### config.mk
export PLATFORM = sky130hd
export DESIGN_NAME = tsf_top
export DESIGN_NICKNAME = d
export VERILOG_FILES = /design/src/inc/tsf_pkg.sv /design/src/design/tsf_flag_bit.sv /design/src/design/tsf_sync_edge.sv /design/src/design/tsf_top.sv
export SDC_FILE = /design/constraint.sdc
export NUM_CORES = 1
export LEC_CHECK = 0
export ABC_AREA = 1
export BUFFER_PORTS_ARGS = -buffer_cell sky130_fd_sc_hd__buf_4
export CAP_MARGIN = 20
export CORE_MARGIN = 2
export CORE_UTILIZATION = 50
export CTS_CLUSTER_SIZE = 28
export DETAILED_ROUTE_END_ITERATION = 12
export GPL_TIMING_DRIVEN = 1
export PLACE_DENSITY = 0.75
export SYNTH_ARGS = -nofsm -noshare
export SYNTH_HDL_FRONTEND = slang
export SYNTH_SLANG_ARGS = --single-unit
### constraint.sdc
create_clock -name clk -period 1 [get_ports clk]
set_input_delay 0.05 -clock clk [delete_from_list [all_inputs] [get_ports clk]]
set_output_delay 0.05 -clock clk [all_outputs]
set_load 0.02 [all_outputs]
### src/inc/tsf_pkg.sv
/*
 * Package for the trap status and interrupt flag slice: register offsets,
 * bit positions, reset values and the packed carriers shared by the files.
 * Assumes a plain 16-bit register port with one-cycle read latency.
 */
package tsf_pkg;

	// Register offsets on the plain register port
	localparam logic [2:0] OFS_CTRL_ONE   = 3'h0;
	localparam logic [2:0] OFS_CTRL_TWO   = 3'h1;
	localparam logic [2:0] OFS_FLAGS_ZERO = 3'h2;
	localparam logic [2:0] OFS_IRQ_MASK   = 3'h3;

	// Control register one bit positions
	localparam int BIT_ADDR_FAULT = 3;
	localparam int BIT_STACK_FAULT = 2;
	localparam int BIT_OSC_LOSS   = 1;

	// Control register two bit positions
	localparam int BIT_ALT_VECTOR = 15;
	localparam int BIT_HOLD_ACT   = 14;
	localparam int NUM_EXT_IRQ    = 5;

	// Flag register bit positions
	localparam int BIT_DMA1    = 14;
	localparam int BIT_ADC1    = 13;
	localparam int BIT_U1TX    = 12;
	localparam int BIT_U1RX    = 11;
	localparam int BIT_SPI_EVT = 10;
	localparam int BIT_SPI_FLT = 9;
	localparam int BIT_TMR3    = 8;
	localparam int BIT_TMR2    = 7;
	localparam int BIT_OC2     = 6;
	localparam int BIT_IC2     = 5;
	localparam int BIT_DMA0    = 4;
	localparam int BIT_TMR1    = 3;
	localparam int BIT_OC1     = 2;
	localparam int BIT_IC1     = 1;
	localparam int BIT_EXT0    = 0;

	// Writable and implemented masks, reset values
	localparam logic [15:0] CTRL_ONE_MASK  = 16'h000e;
	localparam logic [15:0] FLAGS_MASK     = 16'h7fff;
	localparam logic [15:0] REG_RESET      = 16'h0000;

	// Peripheral request lines, one bit per flag position from 14 down to 1
	typedef struct packed {
		logic dma1;
		logic adc1;
		logic u1tx;
		logic u1rx;
		logic spi_evt;
		logic spi_flt;
		logic tmr3;
		logic tmr2;
		logic oc2;
		logic ic2;
		logic dma0;
		logic tmr1;
		logic oc1;
		logic ic1;
	} tsf_periph_req_s;

	// Trap events from the core
	typedef struct packed {
		logic addr_fault;
		logic stack_fault;
		logic osc_loss;
	} tsf_trap_s;

endpackage

### src/design/tsf_flag_bit.sv
/*
 * One sticky flag: set by a hardware event, written by software.
 * Assumes event and write strobes are synchronous to clk.
 */
`timescale 1ns/1ns
module tsf_flag_bit (
	input  wire logic clk,
	input  wire logic rst_n,
	input  wire logic set_evt,
	input  wire logic wr_en,
	input  wire logic wr_val,
	output logic      flag_r
);
	// Set beats a same-cycle software clear so no event is lost
	always_ff @(posedge clk or negedge rst_n) begin
		if (!rst_n) begin
			flag_r <= 1'b0;
		end else if (set_evt) begin
			flag_r <= 1'b1;
		end else if (wr_en) begin
			flag_r <= wr_val;
		end
	end
endmodule

### src/design/tsf_sync_edge.sv
/*
 * Three-stage synchroniser with a polarity-selectable edge detector.
 * Assumes the pin is asynchronous to clk; the first stage feeds only the second.
 * Assumes the pin idles low, since the accepted level resets to zero.
 */
`timescale 1ns/1ns
module tsf_sync_edge (
	input  wire logic clk,
	input  wire logic rst_n,
	input  wire logic pin,
	input  wire logic falling,
	output logic      edge_pulse
);
	logic s1_r;
	logic s2_r;
	logic s3_r;
	logic level_r;

	// Synchroniser chain
	always_ff @(posedge clk or negedge rst_n) begin
		if (!rst_n) begin
			s1_r <= 1'b0;
			s2_r <= 1'b0;
			s3_r <= 1'b0;
		end else begin
			s1_r <= pin;
			s2_r <= s1_r;
			s3_r <= s2_r;
		end
	end

	// Accepted level moves only once stages two and three agree,
	// so a slow first stage can never yield a double pulse
	always_ff @(posedge clk or negedge rst_n) begin
		if (!rst_n) begin
			level_r <= 1'b0;
		end else if (s2_r == s3_r) begin
			level_r <= s3_r;
		end
	end

	// One pulse when the agreed level leaves the accepted one on the selected edge
	always_comb begin
		if (falling) begin
			edge_pulse = level_r & ~s3_r & ~s2_r;
		end else begin
			edge_pulse = ~level_r & s3_r & s2_r;
		end
	end
endmodule

### src/design/tsf_top.sv
/*
 * Trap status bits, second interrupt control register and first flag
 * status register of an interrupt controller, with a mask and one
 * level interrupt. Assumes a plain register port driven on clk, and
 * trap and peripheral requests as one-cycle pulses on clk.
 */
// The register offsets and strobed register access were decided locally.
//
// Summary of operation
// - Address fault trap sets control one bit 3
// - Stack fault trap sets control one bit 2
// - Oscillator loss trap sets control one bit 1
// - Unimplemented bits read zero, ignore writes
// - Five edge polarity selects at bits 4..0
// - Select one means falling edge, zero rising
// - Flags latch on request, software read/write, reset zero
// - DMA one done sets bit 14, DMA zero bit 4
// - Converter one done sets flag bit 13
// - Serial one transmit bit 12, receive 11
// - SPI event bit 10, fault bit 9
// - Timers three, two, one: bits 8, 7, 3
// - Compare two bit 6, capture two bit 5
// - Compare one 2, capture one 1, ext0 0
`timescale 1ns/1ns
module tsf_top #(
	parameter int EXT_IRQS = tsf_pkg::NUM_EXT_IRQ
) (
	input  wire logic                     clk,
	input  wire logic                     rst_n,
	input  wire logic [2:0]               reg_addr,
	input  wire logic [15:0]              reg_wdata,
	input  wire logic                     reg_wr,
	input  wire logic                     reg_rd,
	output logic      [15:0]              reg_rdata,
	input  wire tsf_pkg::tsf_trap_s       trap_evt,
	input  wire tsf_pkg::tsf_periph_req_s periph_req,
	input  wire logic [EXT_IRQS-1:0]      ext_irq_pin,
	input  wire logic                     hold_active_in,
	output logic                          alt_vector_sel,
	output logic      [EXT_IRQS-1:0]      ext_irq_evt,
	output logic                          irq
);

	////////////////////////////////////////////////////////////////////////
	// Elaboration check: the register holds exactly five polarity bits
	if (EXT_IRQS != tsf_pkg::NUM_EXT_IRQ) begin : g_bad_width
		$error("EXT_IRQS must equal five");
	end

	////////////////////////////////////////////////////////////////////////
	// Declarations
	logic [15:0]         ctrl_one_r;
	logic [15:0]         flags_r;
	logic [15:0]         mask_r;
	logic                alt_vec_r;
	logic                hold_r;
	logic [4:0]          polarity_r;
	logic [4:0]          edge_w;
	logic [15:0]         flag_set;
	logic                wr_ctrl_one;
	logic                wr_ctrl_two;
	logic                wr_flags;
	logic                wr_mask;
	logic [15:0]         rdata_nxt;

	assign wr_ctrl_one = reg_wr && (reg_addr == tsf_pkg::OFS_CTRL_ONE);
	assign wr_ctrl_two = reg_wr && (reg_addr == tsf_pkg::OFS_CTRL_TWO);
	assign wr_flags    = reg_wr && (reg_addr == tsf_pkg::OFS_FLAGS_ZERO);
	assign wr_mask     = reg_wr && (reg_addr == tsf_pkg::OFS_IRQ_MASK);

	////////////////////////////////////////////////////////////////////////
	// External interrupt edge detectors
	for (genvar i = 0; i < 5; i++) begin : g_ext
		tsf_sync_edge u_edge (
			.clk        (clk),
			.rst_n      (rst_n),
			.pin        (ext_irq_pin[i]),
			.falling    (polarity_r[i]),
			.edge_pulse (edge_w[i])
		);
	end

	// Edge pulses handed to the rest of the controller, registered
	always_ff @(posedge clk or negedge rst_n) begin
		if (!rst_n) begin
			ext_irq_evt <= '0;
		end else begin
			ext_irq_evt <= edge_w;
		end
	end

	////////////////////////////////////////////////////////////////////////
	// Flag set sources mapped to bit positions
	always_comb begin
		flag_set                       = '0;
		flag_set[tsf_pkg::BIT_DMA1]    = periph_req.dma1;
		flag_set[tsf_pkg::BIT_DMA0]    = periph_req.dma0;
		flag_set[tsf_pkg::BIT_ADC1]    = periph_req.adc1;
		flag_set[tsf_pkg::BIT_U1TX]    = periph_req.u1tx;
		flag_set[tsf_pkg::BIT_U1RX]    = periph_req.u1rx;
		flag_set[tsf_pkg::BIT_SPI_EVT] = periph_req.spi_evt;
		flag_set[tsf_pkg::BIT_SPI_FLT] = periph_req.spi_flt;
		flag_set[tsf_pkg::BIT_TMR3]    = periph_req.tmr3;
		flag_set[tsf_pkg::BIT_TMR2]    = periph_req.tmr2;
		flag_set[tsf_pkg::BIT_TMR1]    = periph_req.tmr1;
		flag_set[tsf_pkg::BIT_OC2]     = periph_req.oc2;
		flag_set[tsf_pkg::BIT_IC2]     = periph_req.ic2;
		flag_set[tsf_pkg::BIT_OC1]     = periph_req.oc1;
		flag_set[tsf_pkg::BIT_IC1]     = periph_req.ic1;
		flag_set[tsf_pkg::BIT_EXT0]    = edge_w[0];
	end

	// Implemented flags only; bit 15 has no storage and reads zero
	for (genvar b = 0; b < 15; b++) begin : g_flag
		tsf_flag_bit u_flag (
			.clk     (clk),
			.rst_n   (rst_n),
			.set_evt (flag_set[b]),
			.wr_en   (wr_flags),
			.wr_val  (reg_wdata[b]),
			.flag_r  (flags_r[b])
		);
	end
	assign flags_r[15] = 1'b0;

	////////////////////////////////////////////////////////////////////////
	// Trap status bits; set wins over a software write
	always_ff @(posedge clk or negedge rst_n) begin
		if (!rst_n) begin
			ctrl_one_r <= tsf_pkg::REG_RESET;
		end else begin
			if (wr_ctrl_one) begin
				ctrl_one_r <= reg_wdata & tsf_pkg::CTRL_ONE_MASK;
			end
			if (trap_evt.addr_fault) begin
				ctrl_one_r[tsf_pkg::BIT_ADDR_FAULT] <= 1'b1;
			end
			if (trap_evt.stack_fault) begin
				ctrl_one_r[tsf_pkg::BIT_STACK_FAULT] <= 1'b1;
			end
			if (trap_evt.osc_loss) begin
				ctrl_one_r[tsf_pkg::BIT_OSC_LOSS] <= 1'b1;
			end
		end
	end

	////////////////////////////////////////////////////////////////////////
	// Control register two: vector select and polarity selects
	always_ff @(posedge clk or negedge rst_n) begin
		if (!rst_n) begin
			alt_vec_r  <= 1'b0;
			polarity_r <= 5'h00;
		end else if (wr_ctrl_two) begin
			alt_vec_r  <= reg_wdata[tsf_pkg::BIT_ALT_VECTOR];
			polarity_r <= reg_wdata[4:0];
		end
	end

	// Hold status mirrors the core, software cannot write it
	always_ff @(posedge clk or negedge rst_n) begin
		if (!rst_n) begin
			hold_r <= 1'b0;
		end else begin
			hold_r <= hold_active_in;
		end
	end

	// Interrupt mask, same layout as the flag register
	always_ff @(posedge clk or negedge rst_n) begin
		if (!rst_n) begin
			mask_r <= tsf_pkg::REG_RESET;
		end else if (wr_mask) begin
			mask_r <= reg_wdata & tsf_pkg::FLAGS_MASK;
		end
	end

	////////////////////////////////////////////////////////////////////////
	// Read mux; unmapped addresses read zero
	always_comb begin
		rdata_nxt = 16'h0000;
		unique case (reg_addr)
			tsf_pkg::OFS_CTRL_ONE: begin
				rdata_nxt = ctrl_one_r & tsf_pkg::CTRL_ONE_MASK;
			end
			tsf_pkg::OFS_CTRL_TWO: begin
				rdata_nxt = {alt_vec_r, hold_r, 9'h000, polarity_r};
			end
			tsf_pkg::OFS_FLAGS_ZERO: begin
				rdata_nxt = flags_r;
			end
			tsf_pkg::OFS_IRQ_MASK: begin
				rdata_nxt = mask_r;
			end
			default: begin
				rdata_nxt = 16'h0000;
			end
		endcase
	end

	// Read data held only in the cycle after the strobe
	always_ff @(posedge clk or negedge rst_n) begin
		if (!rst_n) begin
			reg_rdata <= 16'h0000;
		end else if (reg_rd) begin
			reg_rdata <= rdata_nxt;
		end else begin
			reg_rdata <= 16'h0000;
		end
	end

	////////////////////////////////////////////////////////////////////////
	// Outputs from flops
	always_ff @(posedge clk or negedge rst_n) begin
		if (!rst_n) begin
			irq            <= 1'b0;
			alt_vector_sel <= 1'b0;
		end else begin
			irq            <= |(flags_r & mask_r);
			alt_vector_sel <= alt_vec_r;
		end
	end

	////////////////////////////////////////////////////////////////////////
	// Assertions: trap status bits
	addr_trap_set_a: assert property (@(posedge clk) disable iff (!rst_n)
		trap_evt.addr_fault |=> ctrl_one_r[tsf_pkg::BIT_ADDR_FAULT])
		else $error("address trap bit not set");
	stack_trap_set_a: assert property (@(posedge clk) disable iff (!rst_n)
		trap_evt.stack_fault |=> ctrl_one_r[tsf_pkg::BIT_STACK_FAULT])
		else $error("stack trap bit not set");
	osc_trap_set_a: assert property (@(posedge clk) disable iff (!rst_n)
		trap_evt.osc_loss |=> ctrl_one_r[tsf_pkg::BIT_OSC_LOSS])
		else $error("oscillator trap bit not set");
	// A trap bit only falls through a software write
	trap_sticky_a: assert property (@(posedge clk) disable iff (!rst_n)
		!wr_ctrl_one |=> ($past(ctrl_one_r) & ~ctrl_one_r) == 16'h0000)
		else $error("trap bit lost without a write");
	trap_write_a: assert property (@(posedge clk) disable iff (!rst_n)
		wr_ctrl_one && !(|trap_evt)
			|=> ctrl_one_r == ($past(reg_wdata) & tsf_pkg::CTRL_ONE_MASK))
		else $error("trap bits differ from written value");

	////////////////////////////////////////////////////////////////////////
	// Assertions: register port read side
	unimpl_zero_a: assert property (@(posedge clk) disable iff (!rst_n)
		$past(reg_rd) |-> (reg_rdata[15] == 1'b0 || $past(reg_addr) != 3'h2))
		else $error("unimplemented flag bit read nonzero");
	ctrl_two_gap_a: assert property (@(posedge clk) disable iff (!rst_n)
		reg_rd && reg_addr == tsf_pkg::OFS_CTRL_TWO |=> reg_rdata[13:5] == 9'h000)
		else $error("control two reserved bits nonzero");
	unmapped_read_a: assert property (@(posedge clk) disable iff (!rst_n)
		reg_rd && reg_addr > tsf_pkg::OFS_IRQ_MASK |=> reg_rdata == 16'h0000)
		else $error("unmapped address read nonzero");
	ctrl_one_rsv_a: assert property (@(posedge clk) disable iff (!rst_n)
		reg_rd && reg_addr == tsf_pkg::OFS_CTRL_ONE
			|=> (reg_rdata & ~tsf_pkg::CTRL_ONE_MASK) == 16'h0000)
		else $error("control one reserved bits nonzero");
	hold_read_a: assert property (@(posedge clk) disable iff (!rst_n)
		reg_rd && reg_addr == tsf_pkg::OFS_CTRL_TWO
			|=> reg_rdata[tsf_pkg::BIT_HOLD_ACT] == $past(hold_r))
		else $error("hold status read wrong");
	pol_read_a: assert property (@(posedge clk) disable iff (!rst_n)
		reg_rd && reg_addr == tsf_pkg::OFS_CTRL_TWO
			|=> reg_rdata[4:0] == $past(polarity_r))
		else $error("polarity selects read wrong");
	flag_read_a: assert property (@(posedge clk) disable iff (!rst_n)
		reg_rd && reg_addr == tsf_pkg::OFS_FLAGS_ZERO
			|=> reg_rdata == $past(flags_r))
		else $error("flag read data wrong");
	// Read data stand one cycle only, zero otherwise
	rdata_idle_a: assert property (@(posedge clk) disable iff (!rst_n)
		!reg_rd |=> reg_rdata == 16'h0000)
		else $error("read data without a read strobe");

	////////////////////////////////////////////////////////////////////////
	// Assertions: control two, mask and outputs
	pol_write_a: assert property (@(posedge clk) disable iff (!rst_n)
		wr_ctrl_two |=> polarity_r == $past(reg_wdata[4:0]))
		else $error("polarity select not stored");
	alt_write_a: assert property (@(posedge clk) disable iff (!rst_n)
		wr_ctrl_two |=> alt_vec_r == $past(reg_wdata[tsf_pkg::BIT_ALT_VECTOR]))
		else $error("vector select not stored");
	hold_ro_a: assert property (@(posedge clk) disable iff (!rst_n)
		wr_ctrl_two |=> hold_r == $past(hold_active_in))
		else $error("hold status changed by a write");
	alt_out_a: assert property (@(posedge clk) disable iff (!rst_n)
		wr_ctrl_two
			|=> ##1 alt_vector_sel == $past(reg_wdata[tsf_pkg::BIT_ALT_VECTOR], 2))
		else $error("vector select output wrong");
	mask_write_a: assert property (@(posedge clk) disable iff (!rst_n)
		wr_mask |=> mask_r == ($past(reg_wdata) & tsf_pkg::FLAGS_MASK))
		else $error("mask not stored");
	irq_level_a: assert property (@(posedge clk) disable iff (!rst_n)
		(|(flags_r & mask_r)) |=> irq)
		else $error("interrupt not raised for unmasked flag");
	irq_low_a: assert property (@(posedge clk) disable iff (!rst_n)
		!(|(flags_r & mask_r)) |=> !irq)
		else $error("interrupt raised with no unmasked flag");
	ext_pulse_a: assert property (@(posedge clk) disable iff (!rst_n)
		|edge_w |=> (edge_w & $past(edge_w)) == 5'h00)
		else $error("edge pulse longer than one cycle");

	////////////////////////////////////////////////////////////////////////
	// Assertions: every request lands in its own flag one cycle later
	ext0_flag_a: assert property (@(posedge clk) disable iff (!rst_n)
		edge_w[0] |=> flags_r[tsf_pkg::BIT_EXT0])
		else $error("external 0 flag not set");
	dma_flag_a: assert property (@(posedge clk) disable iff (!rst_n)
		periph_req.dma1 |=> flags_r[tsf_pkg::BIT_DMA1])
		else $error("dma1 flag not set");
	dma0_flag_a: assert property (@(posedge clk) disable iff (!rst_n)
		periph_req.dma0 |=> flags_r[tsf_pkg::BIT_DMA0])
		else $error("dma0 flag not set");
	adc_flag_a: assert property (@(posedge clk) disable iff (!rst_n)
		periph_req.adc1 |=> flags_r[tsf_pkg::BIT_ADC1])
		else $error("converter flag not set");
	tx_flag_a: assert property (@(posedge clk) disable iff (!rst_n)
		periph_req.u1tx |=> flags_r[tsf_pkg::BIT_U1TX])
		else $error("serial transmit flag not set");
	rx_flag_a: assert property (@(posedge clk) disable iff (!rst_n)
		periph_req.u1rx |=> flags_r[tsf_pkg::BIT_U1RX])
		else $error("serial receive flag not set");
	spi_event_flag_a: assert property (@(posedge clk) disable iff (!rst_n)
		periph_req.spi_evt |=> flags_r[tsf_pkg::BIT_SPI_EVT])
		else $error("spi event flag not set");
	spi_fault_flag_a: assert property (@(posedge clk) disable iff (!rst_n)
		periph_req.spi_flt |=> flags_r[tsf_pkg::BIT_SPI_FLT])
		else $error("spi fault flag not set");
	tmr3_flag_a: assert property (@(posedge clk) disable iff (!rst_n)
		periph_req.tmr3 |=> flags_r[tsf_pkg::BIT_TMR3])
		else $error("timer three flag not set");
	tmr2_flag_a: assert property (@(posedge clk) disable iff (!rst_n)
		periph_req.tmr2 |=> flags_r[tsf_pkg::BIT_TMR2])
		else $error("timer two flag not set");
	tmr1_flag_a: assert property (@(posedge clk) disable iff (!rst_n)
		periph_req.tmr1 |=> flags_r[tsf_pkg::BIT_TMR1])
		else $error("timer one flag not set");
	oc2_flag_a: assert property (@(posedge clk) disable iff (!rst_n)
		periph_req.oc2 |=> flags_r[tsf_pkg::BIT_OC2])
		else $error("compare two flag not set");
	ic2_flag_a: assert property (@(posedge clk) disable iff (!rst_n)
		periph_req.ic2 |=> flags_r[tsf_pkg::BIT_IC2])
		else $error("capture two flag not set");
	oc1_flag_a: assert property (@(posedge clk) disable iff (!rst_n)
		periph_req.oc1 |=> flags_r[tsf_pkg::BIT_OC1])
		else $error("compare one flag not set");
	ic1_flag_a: assert property (@(posedge clk) disable iff (!rst_n)
		periph_req.ic1 |=> flags_r[tsf_pkg::BIT_IC1])
		else $error("capture one flag not set");
	flag_sticky_a: assert property (@(posedge clk) disable iff (!rst_n)
		!wr_flags
			|=> flags_r == (($past(flags_r) | $past(flag_set)) & tsf_pkg::FLAGS_MASK))
		else $error("flag changed without write or request");
	flag_write_a: assert property (@(posedge clk) disable iff (!rst_n)
		wr_flags
			|=> flags_r == (($past(reg_wdata) | $past(flag_set)) & tsf_pkg::FLAGS_MASK))
		else $error("flag write or same-cycle set wrong");
endmodule

### Word level (Yosys, flattened, before mapping)

Cells that the tools add are included.

| word-level totals | value |
|---|---|
| input port bits | 46 |
| word-level logic and storage cells | 155 |
| flip-flop bits (word level) | 83 |

| operators by class | value |
|---|---|
| equal/unequal tests | 8 |
| mux-type cells | 41 |
| reduce and logical (&&, ||, !) cells | 24 |
| bitwise gates (word level) | 36 |

Operators by type and width:

| cell | count |
|---|---|
| 16-bit one-hot mux with 4 select lines | 1 |
| 1-bit 2-to-1 mux | 38 |
| 2-bit nonzero test | 18 |
| 1-bit bitwise AND | 20 |
| 16-bit 2-to-1 mux | 1 |
| 16-bit OR reduction | 1 |
| 15-bit bitwise AND | 1 |
| 1-bit NOT | 15 |
| 3-bit by 2-bit == test with 1-bit output, second input constant | 2 |
| 1-bit == test | 5 |
| 1-bit logical AND | 4 |
| 4-bit 2-to-1 mux | 1 |
| 3-bit by 1-bit == test with 1-bit output, second input constant | 1 |
| 3-bit logical NOT | 1 |

### Logic depth before layout (Yosys ltp)

| depth | value |
|---|---|
| depth in word-level cells | 5 |
| mapped depth | 7 |
| gate-level depth less buffers | 6 |

### Hierarchy

From an unflattened synthesis, not the netlist that was laid out.

| unflattened totals | value |
|---|---|
| cell total of the unflattened synthesis | 399 |
| area total of the unflattened synthesis | 3549.7 um2 |

By module, submodules not included:

| module | instances | area each (um2) | cells an instance |
|---|---|---|---|
| tsf_top | 1 | 2067.0 | 239 |
| tsf_flag_bit | 15 | 52.6 | 6 |
| tsf_sync_edge | 5 | 138.9 | 14 |

### Least setup slack after synthesis

OpenSTA, ideal clock, no wires.

| path | value |
|---|---|
| path kind | input port to flip-flop |
| start | input reg_addr[0] |
| end | register g_flag[3].u_flag.flag_r |
| setup slack | 0.134 ns |
| stages | 6 |
| arrival time | 0.745 ns |
| library setup time | 0.121 ns |
| data required time | 0.879 ns |
| cell sequence | buf_6 nor2_4 nand3_4 buf_2 a21oi_1 nand2_1 |

| on the way | value |
|---|---|
| longest elaborated chain between the ends | 3 |

RTL lines:

| item | RTL line | RTL |
|---|---|---|
| from (decl) | tsf_top.sv:30 | `input wire logic [2:0] reg_addr,` |
| 3-bit by 2-bit == test with 1-bit output | tsf_top.sv:68 | `assign wr_flags = reg_wr && (reg_addr == tsf_pkg::OFS_FLAGS_ZERO);` |
| 1-bit logical AND | tsf_top.sv:68 |  |
| 2-bit nonzero test (no line) | n/a |  |
| to (signal assigned) | tsf_flag_bit.sv:21 | `flag_r <= wr_val;` |
| to (decl) | tsf_flag_bit.sv:12 | `output logic flag_r` |

No other way between the ends.
A chain may end at the register's enable or synchronous reset.

### Worst setup path after layout

| path | value |
|---|---|
| start | register reg_rdata[6] |
| end | output reg_rdata[6] |

RTL lines:

| item | RTL line | RTL |
|---|---|---|
| from (decl) | tsf_top.sv:34 | `output logic [15:0] reg_rdata,` |
| from (signal assigned) | tsf_top.sv:205 | `reg_rdata <= rdata_nxt;` |

No word-level cell between the ends.

==> results <==
- The initial detailed-routing violation count is 132.
- The I/O pin total is 69.
- Counting tap cells, the placed design contains a total of 506 instances.
- The wire length of the first global-routing pass is 13600 um.
- At the end of the flow, the number of nets in the layout was 527.
- In the finished design, the share of the clock period the worst path needs comes to 94.9%.
- The starting density of the core is 52.0%.
- The via count of the first global-routing pass is 2889.
- Broken down by cell family, the worst path's largest delay share belongs to flip-flops.
- The register-to-register setup slack is 0.05 ns.
- The critical path buffer and inverter count is 1.
- For this run, the slowest stage of the critical path takes 0.39 ns.
- Before antenna repair, the detailed router went through 4 iterations.
- The maximum number of pins on one net before global-route repair is 84.
- The worst path meets setup with 0.0511 ns of slack.
- The slowest cell on the critical path is dfrtp_1.
- The number of warnings reported in the yosys synthesis log is 0.
- Synthesis instantiated 20 different standard cells from the library.
- The critical-path maximum fanout is 1.
- The filler cells instantiated in the layout total 458.
- The count of port buffers added during placement is 68.
- CTS built an H-tree with a depth of 3.
- The floorplan step defined a core boundary enclosing 6390 um2.
- Across the routed clock network, the largest skew measured is 0.00843 ns.
- The worst setup path is launched from a register.
- The detail-routed via count per cell is 5.30.
- A synthesized cell averages 9.32 um2.
- For this design the ratio of total power to cell area is 1550 nW/um2.
- The time the worst path needs with I/O delays and setup is 0.949 ns.
- The post-route netlist has 23.0% of its cells at a drive strength greater than 1.
- Across the run, the number of max-cap violations was 0.
- The die height is 85.5 um.
- The total inserted antenna cells is 0.
- The max-slew violation count was 0.
- The layout-stage area growth over the synthesis result is 38.0%.
- Counting flops and latches in the post-synthesis netlist gives 83.
- The post-layout utilization of the core is 71.7%.
- Setup repair after global routing left no endpoint under its margin.
- Global routing used 24.3% of the available tracks.
- The initial antenna violation count is 0.
- The gate count of the mapped netlist is 356.
- The placement row count is 29.
- After detailed routing, the average wire length per cell comes to 14.3 um.
- Summing all placed instances gives a cell area of 3990 um2.
- The worst setup path is of the reg2out kind.
- Setup violations remaining at the end of the flow were counted as 0.
- The peak supply drop is 1480 uV.
- The clock tree from TritonCTS is done.
- For this run, the register share of the synthesized area comes to 62.6%.
- The clock passes through at most 2 buffers.
- The post-synth net total is 402.
- The worst min-delay path category is in2reg.
- Data on the critical path is required at its endpoint by 0.95 ns.
- The remaining global-route overflow is 0.
- For this design the static power due to leakage is 2.19 nW.
- The clock net sink count is 83.
- Of all cell types, the one taking the most synthesized area is dfrtp_1.
- The die is 85.5 um wide.
- After synthesis the cells add up to 3320 um2.
- After clock tree synthesis, the clock-pin slew on the worst setup and hold paths is 0.09 ns.
- The master cell of the clock root buffer is clkbuf_8.
- Across all layers, the routed design uses 2986 vias.
- Measured against its own limit, the worst slew margin works out to 70.9%.
- The clock reaches the later pin of the worst-skew pair after 0.35 ns.
- The pin slew with the least headroom to its limit is 0.437 ns.
- The maximum achievable frequency is 1.05 GHz.
- The arrival time reported for the critical path endpoint is 0.90 ns.
- The routed design has 8060 um of wire.
- The run finished with clean final reports.
- The final count of hold timing violations was 0.
- The final cell count without fillers is 563.
- The setup slack after placement is -0.0448 ns.
- Buffers added to address setup during post-CTS repair amount to 0.
- The sort of element at the end of the critical path is a primary output.
- Traced cell by cell, the critical path runs through buf_4.
- The die covers 7310 um2.
- The HPWL reported at the end of detailed placement is 5350 um.
- After synthesis, the cell types taking the most area are dfrtp_1 (63%), nand2_1 (13%), a21oi_1 (4.2%).
- The CTS buffer count is 9.
- The number of routed nets with antenna violations is 0.
- Routability-driven placement finished with a final weighted congestion of 0.835.
- After routing the design area is 4580 um2.
- The area share of the leading cell type in the synthesized netlist is 62.6%.
- The detailed-route DRC error count is 0.
cells in the mapped netlist:
library cell	n
clkinv_1	2
o21ai_0	24
buf_2	5
nand2_2	1
buf_4	3
nand3_2	1
nand3_1	26
nor2_1	25
o31ai_1	4
clkbuf_1	3
nand4_1	13
nand3_4	1
buf_6	2
a21oi_1	28
nor2_4	2
nand2_1	117
nor2_2	1
inv_1	12
inv_2	3
dfrtp_1	83
cell type report:
| class | count | area [um2] | share of cell area (%) |
|---|---|---|---|
| multi-input combinational | 243 | 1100 | 24.0 |
| timing repair buffer | 127 | 1070 | 23.3 |
| tap | 77 | 96.3 | 2.10 |
| clock buffer | 9 | 124 | 2.70 |
| sequential | 83 | 2080 | 45.4 |
| clock inverter | 7 | 50.0 | 1.09 |
| inverter | 17 | 63.8 | 1.39 |
cells by family (layout without fill, tap and decap cells):
logic type / count (synthesis) / count (layout) / synth area share [%]
AND/OR/NAND/NOR: 187 / 187 / 24.3
buffers and inverters: 30 / 160 / 4.37
flip-flops: 83 / 83 / 62.6
AO/OA/AOI/OAI: 56 / 56 / 8.74
flip-flops by register name (all words and copies together) (netlist names), 3 cells and up:
| signal | flops |
|---|---|
| g_flag.u_flag.flag_r | 15 |
| g_ext.u_edge.s1_r | 5 |
| polarity_r | 5 |
| ctrl_one_r | 3 |
| mask_r | 15 |
| g_ext.u_edge.s2_r | 5 |
| g_ext.u_edge.level_r | 5 |
| reg_rdata | 16 |
| ext_irq_evt | 5 |
| g_ext.u_edge.s3_r | 5 |
what timing repair did:
action / in CTS / in global routing
hold endpoints to repair: 129 / 0
gates resized for setup: 0 / 1
setup endpoints to repair: 0 / 1
hold buffers: 41 / 0
per-layer routing:
layer  GRT usage, %  vias up  part of all wire (%)
li1               -     1415                     -
met1           30.3     1431                    40
met2           40.5      124                    51
met3           7.30       16                   6.7
met4           8.37        0                   2.5
met5              0        -                     0
layout by cell type, fill, tap and decap left out, drive strengths merged:
| master | netlist | layout |
|---|---|---|
| a21oi | 28 | 28 |
| buf | 10 | 86 |
| clkbuf | 3 | 9 |
| clkinv | 2 | 7 |
| dfrtp | 83 | 83 |
| dlygate4sd3 | 0 | 41 |
| inv | 15 | 17 |
| nand2 | 118 | 118 |
| nand3 | 28 | 28 |
| nand4 | 13 | 13 |
| nor2 | 28 | 28 |
| o21ai | 24 | 24 |
| o31ai | 4 | 4 |
final timing paths:
path | start | endpoint | cells past startpoint
max | reg_rdata[6] | reg_rdata[6] | 1
min | reg_wr | ctrl_one_r[1] | 4
max reg2reg | g_flag[1].u_flag.flag_r | irq | 4
min reg2reg | g_ext[4].u_edge.s1_r | g_ext[4].u_edge.s2_r | 0
max in group asynchronous | rst_n | mask_r[3] | 3
min in group asynchronous | rst_n | g_flag[8].u_flag.flag_r | 3
power by group:
group          leakage, nW  internal (W)  switching, W
Clock               0.0937      0.000914       0.00123
Combinational         1.12      0.000513      0.000586
Sequential           0.975       0.00366      0.000215
Total                 2.19       0.00508       0.00203
metrics by stage:
stage               total power (W)  TNS [ns]  hold slack [ns]
floorplan                   0.00438         0           -0.246
global placement            0.00486         0            0.111
detailed placement          0.00490    -0.158            0.118
CTS                         0.00717         0           0.0600
global route                0.00749         0           0.0756
finish                      0.00711         0           0.0750
Power figures use the tool's default switching activity.
